$ cat config.mk
export PLATFORM = sky130hd
export DESIGN_NAME = t2cc_top
export DESIGN_NICKNAME = d
export VERILOG_FILES = /design/src/hdl/t2cc_pkg.sv /design/src/hdl/t2cc_capture_store.sv /design/src/hdl/t2cc_top.sv
export VERILOG_INCLUDE_DIRS = /design/src /design/src/hdl
export SDC_FILE = /design/constraint.sdc
export NUM_CORES = 1
export LEC_CHECK = 0
export BUFFER_PORTS_ARGS = -buffer_cell sky130_fd_sc_hd__buf_2
export CORE_ASPECT_RATIO = 0.75
export CORE_MARGIN = 3
export CORE_UTILIZATION = 40
export DETAILED_ROUTE_END_ITERATION = 16
export PLACE_DENSITY = 0.6
export SYNTH_ARGS = -nofsm -noshare
export SYNTH_HDL_FRONTEND = slang
export SYNTH_SLANG_ARGS = --single-unit
$ cat constraint.sdc
create_clock -name i_sys_clk -period 2.1 [get_ports i_sys_clk]
set_input_delay 0 -clock i_sys_clk [delete_from_list [all_inputs] [get_ports i_sys_clk]]
set_output_delay 0 -clock i_sys_clk [all_outputs]
set_load 0.02 [all_outputs]
$ cat src/hdl/t2cc_cfg.svh
// Register offsets, field positions, reset values and counts for the timer 2 capture block
`ifndef T2CC_CFG_SVH
`define T2CC_CFG_SVH

// Register offsets on the 8-bit register port
`define T2CC_ADDR_CAPTURE_ENABLE_REG 8'hC1
`define T2CC_ADDR_TIMER_TWO_CONTROL 8'hC8
`define T2CC_ADDR_UNIT4_COMPARE_CAPTURE_ENABLE 8'hC9
`define T2CC_ADDR_CAP_BASE 8'hD0
`define T2CC_ADDR_CAP_LAST 8'hD9

// Field positions in the timer 2 control register (only edge selects live here)
`define T2CC_TIMER_TWO_CONTROL_RELOAD_EDGE 6
`define T2CC_TIMER_TWO_CONTROL_UNIT4_EDGE 5

// Field positions in the unit 4 enable register
`define T2CC_UNIT4_COMPARE_CAPTURE_ENABLE_FUNC_LO 0
`define T2CC_UNIT4_COMPARE_CAPTURE_ENABLE_FUNC_HI 1
`define T2CC_UNIT4_COMPARE_CAPTURE_ENABLE_COMPARE_MODE 2
`define T2CC_UNIT4_COMPARE_CAPTURE_ENABLE_P5EN_LOW 3
`define T2CC_UNIT4_COMPARE_CAPTURE_ENABLE_COUNT_LSB 4
`define T2CC_UNIT4_COMPARE_CAPTURE_ENABLE_COUNT_MSB 6
`define T2CC_UNIT4_COMPARE_CAPTURE_ENABLE_P5EN_HIGH 7

// Reset values
`define T2CC_RST_CAPTURE_ENABLE_REG 8'h00
`define T2CC_RST_UNIT4_COMPARE_CAPTURE_ENABLE 8'h00
`define T2CC_RST_EDGE 2'h0
`define T2CC_RST_PIN_LEVEL 5'h1F
`define T2CC_RST_CAPTURE 16'h0000

// Counts
`define T2CC_UNITS 5
`define T2CC_P5_LINES 8

`endif

$ cat src/hdl/t2cc_pkg.sv
// Types shared by the timer 2 capture / concurrent compare block
package t2cc_pkg;

  // Two-bit function select of each compare/capture unit
  typedef enum logic [1:0] {
    T2CC_FN_OFF = 2'b00,
    T2CC_FN_CAP_PIN = 2'b01,
    T2CC_FN_COMPARE = 2'b10,
    T2CC_FN_CAP_WRITE = 2'b11
  } t2cc_func_t;

  // Compare outputs of unit 4 toward P1.4 and port 5
  typedef struct packed {
    logic p14_level;
    logic p14_cmp_en;
    logic [7:0] p5_level;
    logic [7:0] p5_cmp_en;
  } t2cc_cmp_out_t;

  // Register port request
  typedef struct packed {
    logic [7:0] addr;
    logic [7:0] wdata;
    logic wr;
    logic rd;
  } t2cc_req_t;

endpackage

$ cat src/hdl/t2cc_capture_store.sv
// Five 16-bit capture/compare registers with byte writes, capture loads and registered read
`timescale 1ns/1ps
`include "t2cc_cfg.svh"
module t2cc_capture_store #(
  parameter int UNITS = `T2CC_UNITS
) (
  input wire logic i_sys_clk,
  input wire logic i_rst,
  input wire logic i_ce,
  input wire logic i_wr_en,
  input wire logic [2:0] i_wr_idx,
  input wire logic i_wr_hi,
  input wire logic [7:0] i_wdata,
  input wire logic [UNITS-1:0] i_cap_load,
  input wire logic [15:0] i_cap_value,
  input wire logic i_rd_en,
  input wire logic [2:0] i_rd_idx,
  input wire logic i_rd_hi,
  output logic [7:0] o_rdata,
  output logic [15:0] o_unit4_value
);

  logic [15:0] mem_q [UNITS];

  // Entry index is three bits wide, so at most eight units fit
  if (UNITS < 1 || UNITS > 8) begin : g_bad_units
    $error("t2cc_capture_store: UNITS must be 1 to 8");
  end

  ////////////////////////////////////////////////////////////////////////////////
  // One entry per unit; a capture load beats a byte write in the same cycle
  for (genvar k = 0; k < UNITS; k++) begin : g_entry
    always_ff @(posedge i_sys_clk) begin
      if (i_rst) begin
        mem_q[k] <= `T2CC_RST_CAPTURE;
      end else if (i_ce) begin
        if (i_cap_load[k]) begin
          mem_q[k] <= i_cap_value;
        end else if (i_wr_en && i_wr_idx == 3'(k)) begin
          if (i_wr_hi) begin
            mem_q[k][15:8] <= i_wdata;
          end else begin
            mem_q[k][7:0] <= i_wdata;
          end
        end
      end
    end
  end

  ////////////////////////////////////////////////////////////////////////////////
  // Read data from a register; each byte is read on its own access, so the two bytes of one entry can come from different samples
  always_ff @(posedge i_sys_clk) begin
    if (i_rst) begin
      o_rdata <= 8'h00;
    end else if (i_ce && i_rd_en) begin
      if (i_rd_idx < 3'(UNITS)) begin
        o_rdata <= i_rd_hi ? mem_q[i_rd_idx][15:8] : mem_q[i_rd_idx][7:0];
      end else begin
        o_rdata <= 8'h00;
      end
    end
  end

  assign o_unit4_value = mem_q[UNITS-1];

endmodule

$ cat src/hdl/t2cc_top.sv
// Timer 2 capture logic for five units and concurrent compare of unit 4
//
// Our own choice: the strobed register port.
`timescale 1ns/1ps
`include "t2cc_cfg.svh"
module t2cc_top (
  input wire logic i_sys_clk,
  input wire logic i_rst,
  input wire logic i_ce,
  input wire logic [7:0] i_addr,
  input wire logic [7:0] i_wdata,
  input wire logic i_wr,
  input wire logic i_rd,
  output logic [7:0] o_rdata,
  input wire logic [15:0] i_timer_count,
  input wire logic i_timer_ovf,
  input wire logic [4:0] i_cap_pin,
  input wire logic i_p14_latch,
  input wire logic [7:0] i_p5_latch,
  output t2cc_pkg::t2cc_cmp_out_t o_cmp,
  output logic [4:0] o_ext_req_set
);

  localparam int UNITS = `T2CC_UNITS;
  localparam int P5N = `T2CC_P5_LINES;

  t2cc_pkg::t2cc_req_t req;
  t2cc_pkg::t2cc_func_t func [UNITS];

  logic [7:0] capture_enable_reg_q;
  logic [7:0] unit4_compare_capture_enable_q;
  logic [7:0] unit4_compare_capture_enable_d;
  logic [1:0] edge_sel_q;
  logic [4:0] sync1_q;
  logic [4:0] sync2_q;
  logic [4:0] samp_q;
  logic [4:0] prev_q;
  logic [4:0] rise;
  logic [4:0] fall;
  logic [4:0] edge_hit;
  logic [4:0] recog;
  logic [4:0] pin_pend_q;
  logic [4:0] sw_pend_q;
  logic [4:0] low_wr;
  logic [4:0] cap_load;
  logic cap_window;
  logic [2:0] cap_idx;
  logic cap_hi;
  logic [7:0] cap_off;
  logic [15:0] unit4_value;
  logic [7:0] mem_rdata;
  logic [7:0] ctrl_rdata_q;
  logic rd_mem_q;
  logic match;
  logic match_q;
  logic hit;
  logic compare_mode1;
  logic concurrent;
  logic [2:0] out_count;
  logic p14_q;
  logic [7:0] p5_q;
  logic [7:0] p5_en;

  assign req = '{addr: i_addr, wdata: i_wdata, wr: i_wr, rd: i_rd};

  ////////////////////////////////////////////////////////////////////////////////
  // Address decode of the capture byte window: unit k low at base+2k, high at base+2k+1
  assign cap_window = (req.addr >= `T2CC_ADDR_CAP_BASE) && (req.addr <= `T2CC_ADDR_CAP_LAST);
  assign cap_off = req.addr - `T2CC_ADDR_CAP_BASE;
  assign cap_idx = cap_off[3:1];
  assign cap_hi = cap_off[0];

  // One strobe per unit for a software write to its low byte
  for (genvar k = 0; k < UNITS; k++) begin : g_low_wr
    assign low_wr[k] = req.wr && cap_window && !cap_hi && cap_idx == 3'(k);
  end

  ////////////////////////////////////////////////////////////////////////////////
  // Function select per unit: units 0-3 from the shared enable register, unit 4 from its own
  for (genvar k = 0; k < UNITS - 1; k++) begin : g_func
    assign func[k] = t2cc_pkg::t2cc_func_t'(capture_enable_reg_q[2*k+1 -: 2]);
  end
  assign func[UNITS-1] = t2cc_pkg::t2cc_func_t'(unit4_compare_capture_enable_q[`T2CC_UNIT4_COMPARE_CAPTURE_ENABLE_FUNC_HI:`T2CC_UNIT4_COMPARE_CAPTURE_ENABLE_FUNC_LO]);

  ////////////////////////////////////////////////////////////////////////////////
  // Shared capture enable register
  always_ff @(posedge i_sys_clk) begin
    if (i_rst) begin
      capture_enable_reg_q <= `T2CC_RST_CAPTURE_ENABLE_REG;
    end else if (i_ce && req.wr && req.addr == `T2CC_ADDR_CAPTURE_ENABLE_REG) begin
      capture_enable_reg_q <= req.wdata;
    end
  end

  // Edge selects held here; the other control bits belong to the timer itself
  always_ff @(posedge i_sys_clk) begin
    if (i_rst) begin
      edge_sel_q <= `T2CC_RST_EDGE;
    end else if (i_ce && req.wr && req.addr == `T2CC_ADDR_TIMER_TWO_CONTROL) begin
      edge_sel_q <= {req.wdata[`T2CC_TIMER_TWO_CONTROL_UNIT4_EDGE], req.wdata[`T2CC_TIMER_TWO_CONTROL_RELOAD_EDGE]};
    end
  end

  // Unit 4 enable register; a one in the low port-5 enable also sets the compare mode bit
  always_comb begin
    unit4_compare_capture_enable_d = req.wdata;
    if (req.wdata[`T2CC_UNIT4_COMPARE_CAPTURE_ENABLE_P5EN_LOW]) begin
      unit4_compare_capture_enable_d[`T2CC_UNIT4_COMPARE_CAPTURE_ENABLE_COMPARE_MODE] = 1'b1;
    end
  end

  always_ff @(posedge i_sys_clk) begin
    if (i_rst) begin
      unit4_compare_capture_enable_q <= `T2CC_RST_UNIT4_COMPARE_CAPTURE_ENABLE;
    end else if (i_ce && req.wr && req.addr == `T2CC_ADDR_UNIT4_COMPARE_CAPTURE_ENABLE) begin
      unit4_compare_capture_enable_q <= unit4_compare_capture_enable_d;
    end
  end

  ////////////////////////////////////////////////////////////////////////////////
  // Pin synchroniser; the first stage feeds only the second
  always_ff @(posedge i_sys_clk) begin
    if (i_rst) begin
      sync1_q <= `T2CC_RST_PIN_LEVEL;
      sync2_q <= `T2CC_RST_PIN_LEVEL;
    end else if (i_ce) begin
      sync1_q <= i_cap_pin;
      sync2_q <= sync1_q;
    end
  end

  // One sample per machine cycle and the one before it; idle-high reset avoids a false edge
  always_ff @(posedge i_sys_clk) begin
    if (i_rst) begin
      samp_q <= `T2CC_RST_PIN_LEVEL;
      prev_q <= `T2CC_RST_PIN_LEVEL;
    end else if (i_ce) begin
      samp_q <= sync2_q;
      prev_q <= samp_q;
    end
  end

  ////////////////////////////////////////////////////////////////////////////////
  // Transition recognition: two successive samples that differ
  assign rise = samp_q & ~prev_q;
  assign fall = ~samp_q & prev_q;

  // Units one to three react to rising edges only; reload and unit 4 follow their selects
  always_comb begin
    edge_hit = rise;
    edge_hit[0] = edge_sel_q[0] ? rise[0] : fall[0];
    edge_hit[4] = edge_sel_q[1] ? rise[4] : fall[4];
  end

  // Pin edges count only in pin capture mode; port latch must hold one for the pin to read
  for (genvar k = 0; k < UNITS; k++) begin : g_recog
    assign recog[k] = edge_hit[k] && func[k] == t2cc_pkg::T2CC_FN_CAP_PIN;
  end

  // Request flags two to six set for one machine cycle, only from pin captures
  assign o_ext_req_set = i_ce ? recog : 5'h00;

  ////////////////////////////////////////////////////////////////////////////////
  // Captures are one machine cycle late: pin recognition and low-byte writes both wait a cycle
  always_ff @(posedge i_sys_clk) begin
    if (i_rst) begin
      pin_pend_q <= 5'h00;
    end else if (i_ce) begin
      pin_pend_q <= recog;
    end
  end

  always_ff @(posedge i_sys_clk) begin
    if (i_rst) begin
      sw_pend_q <= 5'h00;
    end else if (i_ce) begin
      for (int k = 0; k < UNITS; k++) begin
        sw_pend_q[k] <= low_wr[k] && func[k] == t2cc_pkg::T2CC_FN_CAP_WRITE;
      end
    end
  end

  // The written byte itself is overwritten by the capture that follows it
  assign cap_load = pin_pend_q | sw_pend_q;

  ////////////////////////////////////////////////////////////////////////////////
  // Capture register store with registered read port
  t2cc_capture_store #(
    .UNITS(UNITS)
  ) u_store (
    .i_sys_clk(i_sys_clk),
    .i_rst(i_rst),
    .i_ce(i_ce),
    .i_wr_en(req.wr && cap_window),
    .i_wr_idx(cap_idx),
    .i_wr_hi(cap_hi),
    .i_wdata(req.wdata),
    .i_cap_load(cap_load),
    .i_cap_value(i_timer_count),
    .i_rd_en(req.rd && cap_window),
    .i_rd_idx(cap_idx),
    .i_rd_hi(cap_hi),
    .o_rdata(mem_rdata),
    .o_unit4_value(unit4_value)
  );

  ////////////////////////////////////////////////////////////////////////////////
  // Control register read path; unmapped addresses read zero
  always_ff @(posedge i_sys_clk) begin
    if (i_rst) begin
      ctrl_rdata_q <= 8'h00;
      rd_mem_q <= 1'b0;
    end else if (i_ce && req.rd) begin
      rd_mem_q <= cap_window;
      case (req.addr)
        `T2CC_ADDR_CAPTURE_ENABLE_REG: begin
          ctrl_rdata_q <= capture_enable_reg_q;
        end
        `T2CC_ADDR_UNIT4_COMPARE_CAPTURE_ENABLE: begin
          ctrl_rdata_q <= unit4_compare_capture_enable_q;
        end
        `T2CC_ADDR_TIMER_TWO_CONTROL: begin
          ctrl_rdata_q <= 8'h00;
          ctrl_rdata_q[`T2CC_TIMER_TWO_CONTROL_RELOAD_EDGE] <= edge_sel_q[0];
          ctrl_rdata_q[`T2CC_TIMER_TWO_CONTROL_UNIT4_EDGE] <= edge_sel_q[1];
        end
        default: begin
          ctrl_rdata_q <= 8'h00;
        end
      endcase
    end
  end

  // Both sources are registers; the select was taken with them
  assign o_rdata = rd_mem_q ? mem_rdata : ctrl_rdata_q;

  ////////////////////////////////////////////////////////////////////////////////
  // Unit 4 compare against timer 2; a match counts once, at the cycle the count arrives
  assign compare_mode1 = unit4_compare_capture_enable_q[`T2CC_UNIT4_COMPARE_CAPTURE_ENABLE_COMPARE_MODE];
  assign match = func[UNITS-1] == t2cc_pkg::T2CC_FN_COMPARE && i_timer_count == unit4_value;
  assign hit = match && !match_q;

  always_ff @(posedge i_sys_clk) begin
    if (i_rst) begin
      match_q <= 1'b0;
    end else if (i_ce) begin
      match_q <= match;
    end
  end

  // P1.4 output: mode 1 copies the shadow latch on a match, mode 0 sets on match, clears on overflow
  always_ff @(posedge i_sys_clk) begin
    if (i_rst) begin
      p14_q <= 1'b0;
    end else if (i_ce) begin
      if (hit) begin
        p14_q <= compare_mode1 ? i_p14_latch : 1'b1;
      end else if (i_timer_ovf && !compare_mode1) begin
        p14_q <= 1'b0;
      end
    end
  end

  ////////////////////////////////////////////////////////////////////////////////
  // Concurrent compare: low enable set, high enable clear, unit 4 in compare
  assign concurrent = func[UNITS-1] == t2cc_pkg::T2CC_FN_COMPARE && unit4_compare_capture_enable_q[`T2CC_UNIT4_COMPARE_CAPTURE_ENABLE_P5EN_LOW]
                      && !unit4_compare_capture_enable_q[`T2CC_UNIT4_COMPARE_CAPTURE_ENABLE_P5EN_HIGH];
  assign out_count = unit4_compare_capture_enable_q[`T2CC_UNIT4_COMPARE_CAPTURE_ENABLE_COUNT_MSB:`T2CC_UNIT4_COMPARE_CAPTURE_ENABLE_COUNT_LSB];

  // Each enabled port 5 line (0 up to the count field) takes its preloaded level on the same match as P1.4
  for (genvar i = 0; i < P5N; i++) begin : g_p5
    assign p5_en[i] = concurrent && out_count >= 3'(i);
    always_ff @(posedge i_sys_clk) begin
      if (i_rst) begin
        p5_q[i] <= 1'b0;
      end else if (i_ce && hit && p5_en[i]) begin
        p5_q[i] <= i_p5_latch[i];
      end
    end
  end

  ////////////////////////////////////////////////////////////////////////////////
  // Outputs toward the port pins; P1.4 stays the unit 4 output whatever port 5 does
  assign o_cmp.p14_level = p14_q;
  assign o_cmp.p14_cmp_en = func[UNITS-1] == t2cc_pkg::T2CC_FN_COMPARE;
  assign o_cmp.p5_level = p5_q;
  assign o_cmp.p5_cmp_en = p5_en;

endmodule

==> qor.yml <==
period_minus_slack_ns: 2.07
crit_required_ns: 2.45
start_util_pct: 41.1
seq_area_frac_synth_pct: 51.1
r2r-start: "u_store.mem_q[4][10]$_SDFFCE_PN0P_"
fin_worst_skew_ns: 0.00800
placed_area_mm2: 0.00848
power.total_w: 0.00681
clk_pin_slew_ns: 0.06
crit_path_start_kind: "flop"
remaining_drc_errors: 0
die_h_um: 126
grt_pass1_wl_mm: 36.5
ys_types: 59
hold_class: "in -> reg"
yosys_warnings: 0
synth.avg_cell_area_um2: 10.7
worst_pin_slew_ns: 1.26
reg2reg_slack_ns: 0.03
wl_mm: 24.1
antenna_found_initial: 0
syn_inst: 716
finalSetupTns_ns: 0
gp_congestion: 0.960
dr.pass1.iters: 5
grt_max_degree: 54
dp_hpwl_mm: 17.1
holdPathStages: 2
finalSetupViolCount: 0
clk_latency_ns: 0.42
ios: 83
post_route_cells_drive_above_1_share_pct: 25.8
drt-met1-wl_mm: 10.6
critPathCaptureType: "flop"
outcome: "completed"
synth_simple_gate_area_share_pct: 14.9
synthAdderAreaFrac_pct: 0
die_w_um: 166
die-area_mm2: 0.0208
wl_met3_mm: 2.04
antenna_left: 0
p_per_area_mw_per_mm2: 725
maxSlewViolCount: 0
hold_viol: 0
drtIter0Drc: 737
rows: 43
cts_tree: "yes"
arrival_ns: 2.43
drv_cap: 0
synth_ff_type: "edfxtp_1"
fillers: 1718
areaGrowthSynthToFinish_pct: 23.0
leakagePower_nw: 3.58
synth_xor_area_share_pct: 1.03
synth_area_mm2: 0.00764
final_area_mm2: 0.00940
fin_nets: 887
synth-compound-area-share_pct: 20.9
crit_fanout: 8
via_per_inst: 5.91
diodes: 0
relSlewSlack_pct: 15.8
grt_pass1_vias: 6165
clock_path_buffers: 2
clockRootBuffer: "clkbuf_16"
track_usage_pct: 22.7
hp-start: "i_timer_count[11]"
routedWlPerCell_um: 22.0
criticalPathCategory: "reg -> reg"
max-vdd-ir-drop_uv: 393
io_buffers: 82
coreArea_mm2: 0.0186
crit_path_start: "u_store.mem_q[4][10]$_SDFFCE_PN0P_"
top_layer: "met4"
synth_top_family_by_area: "compound AO/OA/AOI/OAI gates"
synth_fp_nets: 768
num_vias: 6466
clkSinkCount: 155
htreeDepth: 4
wl_met2_mm: 11.0
cts-buffers-inserted: 17
final.period_utilization_pct: 98.8
synthArstFlopShare_pct: 0
ys_ff_latch: 155
synth_edf_count: 80
grt_overflow: 0
fmax_mhz: 482
synth_mux_area_share_pct: 8.28
worstRegToRegCells: 6
rsz0062_at_grt: "yes"
## power by group
part | total (W) | internal (W) | leakage [nW] | switching, W
sequential | 0.00329 | 0.00325 | 1.43 | 0.0000363
combinational | 0.000605 | 0.000225 | 1.86 | 0.000380
clock | 0.00292 | 0.00168 | 0.284 | 0.00124
total | 0.00681 | 0.00515 | 3.58 | 0.00166
## state kept, by name (all words and copies together) (netlist names)
signal,cells
p14_q,1
match_q,1
prev_q,5
ctrl_rdata_q,8
u_store.mem_q,80
sync2_q,5
o_cmp,8
u_store.o_rdata,8
unit4_compare_capture_enable_q,8
samp_q,5
sync1_q,5
rd_mem_q,1
pin_pend_q,5
sw_pend_q,5
capture_enable_reg_q,8
edge_sel_q,2
## path summary, 6_finish.rpt
| path | end |
|---|---|
| max | o_cmp[12]$_SDFFE_PP0P_ |
| min reg2reg | sync2_q[1]$_SDFFE_PP1P_ |
| min | u_store.mem_q[4][11]$_SDFFCE_PN0P_ |
| max reg2reg | o_cmp[12]$_SDFFE_PP0P_ |
## cell usage after synthesis (all sizes together) (2+ instances only)
cell type,instances,area share [%]
o21ai,33,2.2
o21ba,6,0.79
xnor2,8,0.92
a22oi,15,1.5
clkbuf,41,2.0
a211oi,2,0.20
mux2i,34,4.5
or3,3,0.25
nand2b,21,1.7
a21oi,24,1.6
nand4b,2,0.23
mux2,24,3.5
buf,15,1.3
a22o,72,8.3
or4,4,0.39
and3,3,0.25
o22ai,2,0.16
nand3b,4,0.39
o2111ai,7,0.80
a211o,20,2.3
nand4,15,1.2
a32o,8,1.0
dfxtp,75,20
inv,12,0.59
nand3,6,0.46
nor4,13,1.1
edfxtp,80,31
a221oi,9,1.0
nor2b,28,2.3
nor3,4,0.26
nor2,47,2.3
nor3b,3,0.36
nand2,59,2.9
## stage by stage
stage | worst slack (ns) | util [%] | std cells | hold WS [ns]
final | 0.0252 | 50.5 | 1095 | 0.0123
after global routing | -0.0335 | 50.5 | 1095 | 0.0148
after CTS | -0.0182 | 50.0 | 1093 | 0.00375
after detailed placement | -0.138 | 45.6 | 1038 | 0.211
after global placement | -0.0266 | 45.6 | 1038 | 0.207
after floorplan | 0.0544 | - | 716 | 0.122
## cell families after synthesis
family          after synthesis
mux                          59
xor+xnor                      9
simple gates                218
buf+inv                      68
compound gates              207
flops                       155
## timing repair
item	in CTS	in global routing
hold buffers	23	0
setup buffers	0	2
gates cloned	0	0
setup endpoints to repair	9	10
resized for setup	6	12
pin swaps	0	1
hold endpoints to repair	42	0
## final cells by class
type                            instances  area (um2)  area share (%)
Clock inverter                         10        62.6           0.666
Sequential cell                       155        3900            41.5
Tap cell                              247         309            3.29
Multi-Input combinational cell        493        3550            37.8
Clock buffer                           22         497            5.28
Timing Repair Buffer                  156        1030            11.0
Inverter                               12        45.0           0.479
## worst max-delay path: stages, from the launching register on
cell      delay (ns)
edfxtp_1        0.44
xnor2_2         0.22
nand4_1         0.17
or4_4           0.50
buf_8           0.18
nor4_2          0.30
mux2i_1         0.21
## layer usage
| metal | vias to the layer above | global-route usage (%) |
|---|---|---|
| met1 | 3207 | 31.1 |
| li1 | 2973 | - |
| met2 | 250 | 35.5 |
| met3 | 36 | 6.24 |
| met4 | 0 | 6.80 |
| met5 | - | 0 |
## layout by cell type, fill, tap and decap left out, drive strengths merged, types with 2 or more instances in the layout
| cell | count |
|---|---|
| dfxtp | 75 |
| o2111ai | 7 |
| nand2 | 59 |
| nor3 | 4 |
| a32o | 8 |
| xnor2 | 8 |
| nand3b | 4 |
| mux2 | 24 |
| a22o | 72 |
| a21oi | 24 |
| nor2b | 28 |
| and3 | 3 |
| clkinv | 7 |
| a22oi | 15 |
| a221oi | 9 |
| mux2i | 34 |
| a211oi | 2 |
| o21ai | 33 |
| a211o | 20 |
| nand3 | 6 |
| o21ba | 6 |
| inv | 14 |
| edfxtp | 80 |
| or3 | 3 |
| clkbuf | 22 |
| nor4 | 13 |
| nand4 | 15 |
| nor2 | 47 |
| nand2b | 21 |
| dlygate4sd3 | 23 |
| nor3b | 3 |
| o22ai | 2 |
| nand4b | 2 |
| or4 | 4 |
| buf | 133 |
Note: power is estimated with default switching activity, not from simulation.
